### config.mk
export PLATFORM = sky130hd
export DESIGN_NAME = sdis_top
export DESIGN_NICKNAME = d
export VERILOG_FILES = /design/src/hw/sdis_top.v
export VERILOG_INCLUDE_DIRS = /design/src /design/src/include
export SDC_FILE = /design/constraint.sdc
export NUM_CORES = 1
export LEC_CHECK = 0
export BUFFER_PORTS_ARGS = -buffer_cell sky130_fd_sc_hd__buf_2
export CAP_MARGIN = 25
export CORE_MARGIN = 1
export CORE_UTILIZATION = 33
export DETAILED_ROUTE_END_ITERATION = 12
export GPL_TIMING_DRIVEN = 0
export RECOVER_POWER = 50
export SLEW_MARGIN = 20
export SYNTH_ARGS = -nofsm -noshare
export SYNTH_HDL_FRONTEND = slang
export SYNTH_SLANG_ARGS = --single-unit
### constraint.sdc
create_clock -name clock -period 4.3 [get_ports clock]
set_input_delay 0.43 -clock clock [delete_from_list [all_inputs] [get_ports clock]]
set_output_delay 0.43 -clock clock [all_outputs]
set_load 0.02 [all_outputs]
### src/include/sdis_map.vh
// register offsets, field positions, reset values and timing for sdis
`ifndef SDIS_MAP_VH
`define SDIS_MAP_VH
`define SDIS_OFS_OUTCTL 8'h10
`define SDIS_OFS_STATUS 8'h11
`define SDIS_OFS_SRCOVR 8'h12
`define SDIS_OFS_IRQST 8'h13
`define SDIS_OFS_IRQMSK 8'h14
`define SDIS_OUTCTL_RST 8'h30
`define SDIS_SRCOVR_RST 8'h01
`define SDIS_B_OUTPUT_CLOCK_POLARITY_BIT 7
`define SDIS_B_PIX 6
`define SDIS_B_DRVH 5
`define SDIS_B_DRVL 4
`define SDIS_B_TRI 3
`define SDIS_B_SDPOL 2
`define SDIS_B_HSDET 7
`define SDIS_B_SGDET 6
`define SDIS_B_VSDET 5
`define SDIS_B_CKDET 4
`define SDIS_B_AI 3
`define SDIS_B_AHS 2
`define SDIS_B_AVS 1
`define SDIS_B_SEEK 0
`define SDIS_B_AIO 7
`define SDIS_B_AIS 6
`define SDIS_B_AHO 5
`define SDIS_B_AHSEL 4
`define SDIS_B_AVO 3
`define SDIS_B_AVSEL 2
`define SDIS_WINDOW_US 100
`define SDIS_CLK_MHZ 100
`define SDIS_WINDOW_CYC (`SDIS_WINDOW_US * `SDIS_CLK_MHZ)
`endif

### src/hw/sdis_top.v
// sync detect, interface select and output control register bank
`timescale 1ns/1ns
`include "sdis_map.vh"
module sdis_top #(
	parameter WINDOW_CYC = `SDIS_WINDOW_CYC
) (
	// clock and reset
	input wire clock,
	input wire rst_n,
	// register port
	input wire [7:0] addr,
	input wire [7:0] wdata,
	input wire wr_stb,
	input wire rd_stb,
	output reg [7:0] rdata_q,
	// activity inputs from pins
	input wire hsync_in,
	input wire sync_on_green_input,
	input wire vsync_in,
	input wire dig_clk_in,
	// output control
	output wire output_clock_polarity_bit,
	output wire two_pix_per_clk,
	output wire [1:0] drive_level,
	output wire out_drive_en,
	output wire odd_port_en,
	output wire output_tristate_bit,
	output wire sync_detect_pin,
	output wire seek_mode,
	output wire chosen_interface_flag,
	output wire chosen_hsync_source,
	output wire chosen_vsync_source,
	// interrupt
	output wire irq
);
	reg [7:0] outctl_q;
	reg [7:0] srcovr_q;
	reg [7:0] irqst_q;
	reg [7:0] irqmsk_q;
	wire [3:0] pin_in;
	wire [3:0] det;
	reg [3:0] det_prev_q;
	reg [7:0] stat_d;
	assign pin_in = {hsync_in, sync_on_green_input, vsync_in, dig_clk_in};

	// one detector per input: hsync, sog, vsync, digital clock
	genvar g;
	generate
		for (g = 0; g < 4; g = g + 1) begin : g_det
			reg [2:0] sy_q;
			reg [31:0] quiet_q;
			reg [31:0] quiet_d;
			reg act_q;
			reg act_d;
			wire edge_seen;
			// first stage feeds only the second
			always @(posedge clock or negedge rst_n) begin
				if (!rst_n) begin
					sy_q <= 3'h0;
				end else begin
					sy_q <= {sy_q[1:0], pin_in[g]};
				end
			end
			// a steady level, high or low, is no activity
			assign edge_seen = sy_q[2] != sy_q[1];
			// quiet counter stops at the window end, no wrap back to busy
			always @* begin
				quiet_d = quiet_q;
				act_d = act_q;
				if (edge_seen) begin
					quiet_d = 32'h0;
					act_d = 1'h1;
				end else if (quiet_q >= WINDOW_CYC - 1) begin
					act_d = 1'h0;
				end else begin
					quiet_d = quiet_q + 32'h1;
				end
			end
			always @(posedge clock or negedge rst_n) begin
				if (!rst_n) begin
					quiet_q <= 32'h0;
					act_q <= 1'h0;
				end else begin
					quiet_q <= quiet_d;
					act_q <= act_d;
				end
			end
			assign det[g] = act_q;
		end
	endgenerate

	// det[3]=hsync [2]=sog [1]=vsync [0]=clock
	wire hs_det = det[3];
	wire sg_det = det[2];
	wire vs_det = det[1];
	wire ck_det = det[0];
	wire an_act = hs_det | sg_det | vs_det;
	wire interface_preference_bit = srcovr_q[`SDIS_B_AIS];
	wire ahsel = srcovr_q[`SDIS_B_AHSEL];
	reg ai_sel;
	reg ahs_sel;
	reg avs_sel;
	always @* begin
		// seek mode when nothing active and no interface override; flag held at preference then
		if (srcovr_q[`SDIS_B_AIO]) begin
			ai_sel = interface_preference_bit;
		end else if (an_act && ck_det) begin
			ai_sel = interface_preference_bit;
		end else if (ck_det) begin
			ai_sel = 1'b1;
		end else if (an_act) begin
			ai_sel = 1'b0;
		end else begin
			ai_sel = interface_preference_bit;
		end
		if (srcovr_q[`SDIS_B_AHO]) begin
			ahs_sel = ahsel;
		end else if (sg_det != hs_det) begin
			ahs_sel = sg_det;
		end else begin
			ahs_sel = ahsel;
		end
		if (srcovr_q[`SDIS_B_AVO]) begin
			avs_sel = srcovr_q[`SDIS_B_AVSEL];
		end else begin
			avs_sel = vs_det;
		end
		stat_d = {hs_det, sg_det, vs_det, ck_det, ai_sel, ahs_sel,
			avs_sel, seek_mode};
	end
	assign seek_mode = ~srcovr_q[`SDIS_B_AIO] & ~an_act & ~ck_det;
	assign chosen_interface_flag = ai_sel;
	assign chosen_hsync_source = ahs_sel;
	assign chosen_vsync_source = avs_sel;

	// output control decode
	assign output_clock_polarity_bit = outctl_q[`SDIS_B_OUTPUT_CLOCK_POLARITY_BIT] & ai_sel;
	assign two_pix_per_clk = outctl_q[`SDIS_B_PIX];
	// 11 high, 10 medium, 0x low (00)
	reg [1:0] drive_sel;
	always @* begin
		case (outctl_q[`SDIS_B_DRVH:`SDIS_B_DRVL])
		2'h3: begin
			drive_sel = 2'h3;
		end
		2'h2: begin
			drive_sel = 2'h2;
		end
		default: begin
			drive_sel = 2'h0;
		end
		endcase
	end
	assign drive_level = drive_sel;
	assign output_tristate_bit = outctl_q[`SDIS_B_TRI];
	assign out_drive_en = ~outctl_q[`SDIS_B_TRI];
	// odd port idles in one-pixel mode on the digital side
	assign odd_port_en = ~outctl_q[`SDIS_B_TRI] &
		(~ai_sel | outctl_q[`SDIS_B_PIX]);
	assign sync_detect_pin = (an_act | ck_det) ^
		outctl_q[`SDIS_B_SDPOL];
	assign irq = |(irqst_q & irqmsk_q);

	// address decode of the register port
	wire hit_outctl;
	wire hit_status;
	wire hit_srcovr;
	wire hit_irqst;
	wire hit_irqmsk;
	assign hit_outctl = addr == `SDIS_OFS_OUTCTL;
	assign hit_status = addr == `SDIS_OFS_STATUS;
	assign hit_srcovr = addr == `SDIS_OFS_SRCOVR;
	assign hit_irqst = addr == `SDIS_OFS_IRQST;
	assign hit_irqmsk = addr == `SDIS_OFS_IRQMSK;

	// status is read only, so it has no write enable
	wire wr_outctl;
	wire wr_srcovr;
	wire wr_irqmsk;
	wire rd_irqst;
	assign wr_outctl = wr_stb & hit_outctl;
	assign wr_srcovr = wr_stb & hit_srcovr;
	assign wr_irqmsk = wr_stb & hit_irqmsk;
	assign rd_irqst = rd_stb & hit_irqst;

	// detector edges, either direction, raise an event
	wire [3:0] det_chg;
	assign det_chg = det ^ det_prev_q;

	// next values
	reg [7:0] outctl_d;
	reg [7:0] srcovr_d;
	reg [7:0] irqmsk_d;
	reg [7:0] irqst_d;
	reg [7:0] rdata_d;

	// low two bits unused, kept zero so reads stay clean
	always @* begin
		outctl_d = outctl_q;
		if (wr_outctl) begin
			outctl_d = {wdata[7:2], 2'h0};
		end
	end

	// power-down bit 0 is stored only, nothing here acts on it
	always @* begin
		srcovr_d = srcovr_q;
		if (wr_srcovr) begin
			srcovr_d = wdata;
		end
	end

	// only the four event bits exist
	always @* begin
		irqmsk_d = irqmsk_q;
		if (wr_irqmsk) begin
			irqmsk_d = {wdata[7:4], 4'h0};
		end
	end

	// a new edge wins over the read clear, so none is lost
	always @* begin
		irqst_d = irqst_q;
		if (rd_irqst) begin
			irqst_d = 8'h0;
		end
		irqst_d = irqst_d | {det_chg, 4'h0};
	end

	// read data stands one cycle, zero otherwise
	always @* begin
		rdata_d = 8'h0;
		if (rd_stb) begin
			case (addr)
			`SDIS_OFS_OUTCTL: begin
				rdata_d = outctl_q;
			end
			`SDIS_OFS_STATUS: begin
				rdata_d = stat_d;
			end
			`SDIS_OFS_SRCOVR: begin
				rdata_d = srcovr_q;
			end
			`SDIS_OFS_IRQST: begin
				rdata_d = irqst_q;
			end
			`SDIS_OFS_IRQMSK: begin
				rdata_d = irqmsk_q;
			end
			default: begin
				rdata_d = 8'h0;
			end
			endcase
		end
	end

	// output and format control
	always @(posedge clock or negedge rst_n) begin
		if (!rst_n) begin
			outctl_q <= `SDIS_OUTCTL_RST;
		end else begin
			outctl_q <= outctl_d;
		end
	end

	// source override control
	always @(posedge clock or negedge rst_n) begin
		if (!rst_n) begin
			srcovr_q <= `SDIS_SRCOVR_RST;
		end else begin
			srcovr_q <= srcovr_d;
		end
	end

	// event mask
	always @(posedge clock or negedge rst_n) begin
		if (!rst_n) begin
			irqmsk_q <= 8'h0;
		end else begin
			irqmsk_q <= irqmsk_d;
		end
	end

	// sticky events
	always @(posedge clock or negedge rst_n) begin
		if (!rst_n) begin
			irqst_q <= 8'h0;
		end else begin
			irqst_q <= irqst_d;
		end
	end

	// detector history, reset matches idle so no false event
	always @(posedge clock or negedge rst_n) begin
		if (!rst_n) begin
			det_prev_q <= 4'h0;
		end else begin
			det_prev_q <= det;
		end
	end

	// read port
	always @(posedge clock or negedge rst_n) begin
		if (!rst_n) begin
			rdata_q <= 8'h0;
		end else begin
			rdata_q <= rdata_d;
		end
	end
endmodule // sdis_top

# After elaboration in Yosys (flattened, before gate mapping)
# Cells that the tools add are included.
# classes
n_mux	27
bitwise_logic	21
n_reduce_logical	6
order_cmp	4
eq_ne	16
addsub	4
# ops
operator	n
32-bit 2-to-1 mux	8
32-bit by 1-bit adder with 32-bit output, second input constant	4
32-bit by 14-bit greater-or-equal comparator with 1-bit output, second input constant	4
8-bit by 5-bit == test with 1-bit output, second input constant	5
8-bit case mux with 5 select lines	1
8-bit 2-to-1 mux	2
1-bit 2-to-1 mux	15
1-bit AND	8
8-bit AND	1
2-bit != test, second input constant	4
8-bit OR	1
2-bit nonzero test	4
8-bit OR reduction	1
1-bit != test	5
1-bit NOT	5
2-bit == test, second input constant	2
1-bit OR	4
2-bit case mux with 2 select lines	1
4-bit bitwise XOR	1
1-bit logical AND	1
1-bit bitwise XOR	1
# totals
input_bits	24
word_cells	96
output_inout_bits	21
ff_bits	182

# Logic depth before layout (Yosys ltp)
# Gate-level depths: netlist of run 1.
# depth
ltp_word	9
ltp_mapped	8
ltp_nobuf	7

# Least setup slack after synthesis of run 1
# Ideal clock, no wire load.
# synth_path
path_type	register to register
startpoint	reg g_det[0].quiet_q[7]
endpoint	reg g_det[0].quiet_q[4]
setup_slack_ns	1.968
setup_time_ns	0.078
required_time_ns	4.222
arrival_time_ns	2.255
synth_period_minus_slack_ns	2.332
path_stages_with_launch	7
n_path_buf	1
path_cell_list	dfrtp_1 > or4_1 > o2111a_2 > or4_4 > buf_6 > or3_1 > a21oi_1
# synth_between
elab_chain_cells	2
# synth_lines
element	line	source
start: declaration	sdis_top.v:51	reg [31:0] quiet_q;
start signal: assignment	sdis_top.v:84	quiet_q <= quiet_d;
32-bit by 14-bit greater-or-equal comparator with 1-bit output	sdis_top.v:73	end else if (quiet_q >= WINDOW_CYC - 1) begin
2-bit != test (no source line)	-	
# No other way between the ends.
# A chain may end at the register's enable or synchronous reset.

# Worst setup path after layout of run 1
# layout_path
startpoint	reg g_det[3].quiet_q[0]
endpoint	reg g_det[3].quiet_q[8]
# layout_between
elab_chain_cells	3
elab_cells_between_ends	5
cone_classes	add/sub (1); order compare (1); eq/ne (1); mux (2)
# layout_lines
element	line	source
start: declaration	sdis_top.v:51	
start signal: assignment	sdis_top.v:84	
32-bit by 1-bit adder with 32-bit output	sdis_top.v:76	quiet_d = quiet_q + 32'h1;
32-bit 2-to-1 mux	sdis_top.v:73	
32-bit 2-to-1 mux	sdis_top.v:70	if (edge_seen) begin
# Several ways; a longest one is shown, not always the timed one. The select of a mux whose other input is x is not followed.

==> metrics.yaml, run 1 <==
global_route:
  grt_max_degree: 95
  grt_first_pass_wirelength_um: 25400
  grt_overflow_total: 0
  antenna_found_initial: 0
  grt_usage_pct: 13.3
  grt_pass1_vias: 5120
drt:
  wl_um: 14600
  dr.pass1.iters: 4
  drc: 0
  viasPerCell: 5.05
  wire_per_inst_um: 14.0
  drt_iter0_drc: 194
  num_vias: 5253
  ant_nets: 0
timing:
  final-hold-violation-count: 0
  fin_ws_ns: 1.52
  worst_slew_pin_slew_ns: 2.33
  setup_violations: 0
  finalCritPeriodShare_pct: 64.8
  report.final.slew_viol_count: 94
  max_slew_margin_pct: -55.2
  fin_crit_ns: 2.78
  fmax_mhz: 359
  skew_ns: 0.00981
  rsz0062_at_grt: "false"
synthesis:
  yosysMostFrequentCell: "dfrtp_1"
  yosysWarnings: 0
  syn_nets: 710
  yosysTopAreaCell: "dfrtp_1"
  ys_seq_area_share_pct: 58.9
  synth_cell_types: 49
  synth_common_cells: "dfrtp_1 (175), and2_1 (77), a21oi_1 (42), nand2_1 (40), nor2_1 (35)"
  ys.flop_type: "dfrtp_1"
  avgSynthCellArea_um2: 11.1
  async_reset_ff_share_pct: 100
  synth-edff-count: 0
  synth_top_area_share_pct: 57.9
  synthCells: 681
  synth.area.top_cells: "dfrtp_1 (58%), and2_1 (6.4%), mux2_2 (2.8%)"
  synth.cell_area_mm2: 0.00756
  ys_ff_latch: 178
clock_network:
  insertion_delay_ns: 0.43
  cts_buffers: 17
  cts_resized: 0
  numClockSinks: 178
  post_cts_buffers: 0
  clockBufferDepth: 2
  hold_buffers: 0
  root_buffer: "clkbuf_16"
  htreeDepth: 4
  clk_pin_slew_ns: 0.07
  cts_tree: "done"
floorplan:
  ios: 45
  start_util_pct: 33.5
  die-area_mm2: 0.0235
  die_y_um: 153
  num_rows: 55
  core_area_mm2: 0.0226
  fp.dieW_um: 153
job:
  cap_violations: 1
layout:
  final_nets: 772
  seqCellArea_mm2: 0.00446
  multi_input_area_mm2: 0.00294
  diodes: 0
  fill_cells: 2212
  drive_gt1_share_pct: 14.9
  layoutNonFillerInstCount: 1041
  syn2layout_area_growth_pct: 15.8
  fin_util_pct: 38.8
outcome:
  outcome: "complete, but fails checks"
  violations: "capacitance limit, slew limit"
critical_path:
  worstPathRequired_ns: 4.66
  worstPathArrival_ns: 3.14
  crit_type: "flip-flop to flip-flop"
  cp_max_fo: 10
  cp-end-kind: "flip-flop"
  setup.worst_path.start_class: "flip-flop"
min_path:
  hold_class: "input port to flip-flop"
placement:
  gp_congestion: 0.821
  dpl.hpwl_um: 9700
  port_buffers: 42
  pre_cts_ws_ns: 1.61
  placed_cells: 1009
power:
  p_leak_nw: 3.97
  powerDensity_mw_per_mm2: 400
  ir_worst_vdd_mv: 0.318
  p_total_w: 0.00351
[report_power, final]
group          total, W  switching (W)  internal [W]
logic          0.000188       0.000122     0.0000659
clock network   0.00157       0.000645      0.000924
registers       0.00175      0.0000366       0.00171
[area by class of cell]
| type | count | area share (%) |
|---|---|---|
| plain buffers | 23 | 1.09 |
| clock buffers | 25 | 5.65 |
| clock inverters | 7 | 1.16 |
| inverters | 21 | 0.900 |
| multi-input cells | 459 | 33.5 |
| flip-flops and latches | 178 | 50.9 |
| well taps | 285 | 4.07 |
| repair buffers | 43 | 2.71 |
[sequential cells by signal (all words and copies together), names as in the netlist]
signal / flops
det_prev_q: 4
g_det.sy_q: 12
outctl_q: 6
srcovr_q: 8
irqmsk_q: 4
g_det.quiet_q: 128
rdata_q: 8
ck_det: 1
irqst_q: 4
g_det.act_q: 3
[per-layer routing]
metal,up-vias,share of wire (%),global-route usage (%)
li1,2563,-,-
met1,2588,51,19.0
met2,79,44,19.8
met3,23,3.0,2.44
met4,0,2.1,6.05
met5,-,0,0
[stage by stage]
step                area, um2  TNS (ns)  hold WS [ns]
global route             8760         0        0.0979
finish                   8760         0         0.106
global placement         8130    -15.32         0.333
floorplan                7560         0         0.134
detailed placement       8180         0         0.339
CTS                      8770         0        0.0304
[cells in the final DEF, fill, tap and decap left out, types with 10 or more instances in the layout]
cell and n:
xnor2_1 14, or3_1 16, clkbuf_16 17, mux2_2 19
a21oi_1 42, inv_1 21, buf_2 42, nand3_1 33
and2_1 77, dfrtp_1 175, o21ai_0 30, nor4_1 26
nor2_1 35, nand4_1 17, clkbuf_1 25, or4_1 10
nand2_1 40
[final timing paths]
check                                                start                               end  slack, ns  cells after the start
setup / recovery           g_det[3].quiet_q[0]$_DFFE_PN0P_   g_det[3].quiet_q[8]$_DFFE_PN0P_       1.52                      8
hold / removal                                    hsync_in        g_det[3].sy_q[0]$_DFF_PN0_       0.11                      1
hold reg to reg                 g_det[3].sy_q[0]$_DFF_PN0_        g_det[3].sy_q[1]$_DFF_PN0_       0.35                      0
min in group asynchronous                            rst_n   g_det[3].quiet_q[2]$_DFFE_PN0P_       0.69                      1
setup reg to reg           g_det[3].quiet_q[0]$_DFFE_PN0P_   g_det[3].quiet_q[8]$_DFFE_PN0P_       1.52                      8
max in group asynchronous                            rst_n  g_det[0].quiet_q[15]$_DFFE_PN0P_       2.24                      1
[worst max-delay path: stages (launching register included)]
cell       delay (ns)
dfrtp_1          0.42
ha_1             0.19
nand3_1          0.18
a2111oi_0        0.83
or3_1            0.21
clkbuf_1         0.31
buf_2            0.31
o21ai_0          0.12
a21oi_1          0.14
[kinds of logic (layout without fill, tap and decap cells)]
kind of cell	Yosys count	after routing	synth area share [%]
AND/OR/NAND/NOR	297	297	22.2
flip-flops	178	178	58.9
AO/OA/AOI/OAI	107	107	8.55
buffers and inverters	44	119	2.30
multiplexers	27	27	4.55
XOR/XNOR	23	23	2.66
adder cells (fa/ha/maj)	5	5	0.827
Power figures use the tool's default switching activity.
==> run 2: changes to the inputs <==
- clock period: 4.3 -> 2.5 ns (I/O delays scaled with it)
==> metrics.yaml, run 2 (synthesis results as in run 1) <==
critical_path:
  cp_max_fo: 10  # unchanged
  r2r_start: "g_det[0].quiet_q[6]$_DFFE_PN0P_"
  r2r-end: "g_det[0].quiet_q[4]$_DFFE_PN0P_"
  reg2reg_depth: 6  # -2
  cp-end-kind: "flip-flop"
  setup.worst_path.start_class: "flip-flop"
  worstPathRequired_ns: 2.85  # -1.81 ns
  worstPathArrival_ns: 2.72  # -0.42 ns
  crit_type: "flip-flop to flip-flop"
  r2r_slack_ns: 0.13  # -1.39 ns
drt:
  wl_um: 14700  # +0.69%
  num_vias: 5279  # +0.49%
  wire_per_inst_um: 14.0  # about the same
  ant_nets: 0  # unchanged
  drc: 0  # unchanged
  dr.pass1.iters: 5  # +1
  drt_iter0_drc: 226  # +16%
  viasPerCell: 5.03  # -0.27%
clock_network:
  numClockSinks: 178  # unchanged
  root_buffer: "clkbuf_16"
  htreeDepth: 4  # unchanged
  insertion_delay_ns: 0.43  # about the same
  cts_tree: "done"
  clk_pin_slew_ns: 0.06  # about the same
  clockBufferDepth: 2  # unchanged
  cts_buffers: 17  # unchanged
job:
  cap_violations: 0  # -1
outcome:
  outcome: "finished, final reports clean"
layout:
  diodes: 0  # unchanged
  fill_cells: 2202  # -0.45%
  layout_common_cells: "dfrtp_1 (174), a21oi_1 (42), nand2_1 (40)"
  syn2layout_area_growth_pct: 17.3
  layoutNonFillerInstCount: 1049  # +0.77%
  reg.largest.list: "g_det.quiet_q x128, g_det.sy_q x12"
  largest_register_ffs: 128  # unchanged
  drive_gt1_share_pct: 14.8  # -0.16 points
  final_nets: 780  # +1.0%
  top_register: "g_det.quiet_q"
  layout_commonest_cell: "dfrtp_1"
timing:
  worst_slew_pin_slew_ns: 1.28  # -1.04 ns
  report.final.slew_viol_count: 0  # -100%
  setup_tns_ns: 0  # unchanged
  skew_ns: 0.00808  # -0.00174 ns
  setup_violations: 0  # unchanged
  final-hold-violation-count: 0  # unchanged
  fmax_mhz: 421  # +17%
  finalCritPeriodShare_pct: 95.0  # +30 points
  fin_crit_ns: 2.37  # -0.410 ns
  rsz0062_at_grt: "false"
  max_slew_margin_pct: 14.5  # +70 points
global_route:
  grt_usage_pct: 13.4  # +0.037 points
  grtUsageMet2_pct: 19.9  # +0.087 points
  grt_first_pass_wirelength_um: 25500  # +0.33%
  grt_overflow_total: 0  # unchanged
  use_met3_pct: 2.44  # unchanged
  grt_pass1_vias: 5137  # +0.33%
  grtUsageMet1_pct: 19.0  # +0.037 points
  grt_max_degree: 95  # unchanged
  gr-max-usage-layer: "met2"
  antenna_found_initial: 0  # unchanged
floorplan:
  ios: 45  # unchanged
  die-area_mm2: 0.0235  # unchanged
  num_rows: 55  # unchanged
  fp.dieW_um: 153  # unchanged
  start_util_pct: 33.5  # unchanged
  core_area_mm2: 0.0226  # unchanged
  die_y_um: 153  # unchanged
min_path:
  worstHoldPathCells: 2  # +1
  min_from: "wdata[2]"
  hold_end: "outctl_q[2]$_DFFE_PN0P_"
  hold_class: "input port to flip-flop"
power:
  ir_worst_vdd_mv: 0.544  # +71%
  pwr-share-clk_pct: 44.7  # about the same
  power_frac_seq_pct: 49.8  # about the same
  combPwrFrac_pct: 5.5  # about the same
  p_leak_nw: 3.93  # -0.98%
  powerDensity_mw_per_mm2: 680  # +70%
  p_sw_w: 0.00138  # +72%
  power.internal_w: 0.00465  # +72%
  swShare_pct: 22.9  # about the same
placement:
  port_buffers: 42  # unchanged
  gp_congestion: 0.821  # unchanged
  placed_cells: 1009  # unchanged
  dpl.hpwl_um: 9700  # unchanged
run 2: cell types whose count changed in the layout (fill, tap and decap cells not counted), sizes merged:
cell / delta
clkbuf: +9
buf: -6
dlygate4sd3: +5
run 2: per-layer routing:
layer	wire length (um)	up-vias	part of all wire, %
met5	0	-	0
met4	297	0	2.0
met3	393	24	2.7
met2	6480	67	44
met1	7520	2613	51
li1	-	2575	-
run 2: metrics by stage:
step	cell area [um2]	utilization, %	setup slack (ns)	power (W)	hold slack (ns)
after floorplan	7560	-	0.168	0.00323	-0.0456
after global placement	8130	36.0	-1.72	0.00338	0.333
after detailed placement	8180	36.2	-0.186	0.00340	0.325
after CTS	8830	39.1	0.00721	0.00612	0.0636
after global routing	8870	39.3	0.00991	0.00629	0.0720
final	8870	39.3	0.125	0.00604	0.0884
run 2: repair_timing:
item | CTS | global route
hold buffers | 5 | 0
setup endpoints to repair | 10 | 17
setup buffers | 0 | 4
endpoints found under the hold margin | 97 | 0
resized for setup | 2 | 9
pin swaps | 0 | 3
run 2: cell type report:
cell class	instances	area (um2)	area share, %
plain buffers	22	92.6	1.04
clock buffers	25	495	5.59
clock inverters	7	101	1.14
inverters	21	78.8	0.889
multi-input cells	459	2980	33.6
flip-flops and latches	178	4460	50.3
well taps	285	357	4.02
repair buffers	52	307	3.46
run 2: power by group through the flow:
stage | registers [W] | logic (W) | clock network, W
global route | 0.00302 | 0.000381 | 0.00289
CTS | 0.00301 | 0.000341 | 0.00277
floorplan | 0.00305 | 0.000185 | 0
global placement | 0.00306 | 0.000324 | 0
finish | 0.00301 | 0.000330 | 0.00270
detailed placement | 0.00306 | 0.000334 | 0
run 2: how the worst max path moves through the flow:
stage                                          from                                to  slack [ns]  cells after the start
floorplan           g_det[0].quiet_q[7]$_DFFE_PN0P_   g_det[0].quiet_q[4]$_DFFE_PN0P_        0.17                      6
global placement                              rst_n        g_det[0].sy_q[0]$_DFF_PN0_       -1.72                      1
detailed placement  g_det[3].quiet_q[0]$_DFFE_PN0P_   g_det[3].quiet_q[8]$_DFFE_PN0P_       -0.19                      8
CTS                 g_det[0].quiet_q[4]$_DFFE_PN0P_   g_det[0].quiet_q[4]$_DFFE_PN0P_       0.007                      6
global route        g_det[3].quiet_q[7]$_DFFE_PN0P_  g_det[3].quiet_q[12]$_DFFE_PN0P_        0.01                      5
finish              g_det[0].quiet_q[6]$_DFFE_PN0P_   g_det[0].quiet_q[4]$_DFFE_PN0P_        0.13                      6
run 2: critical path, stage by stage, from the launching register on:
cell	delay [ns]
dfrtp_1	0.41
or4_4	0.51
o2111a_2	0.32
or4_4	0.46
buf_6	0.16
or3_1	0.30
a21oi_1	0.14
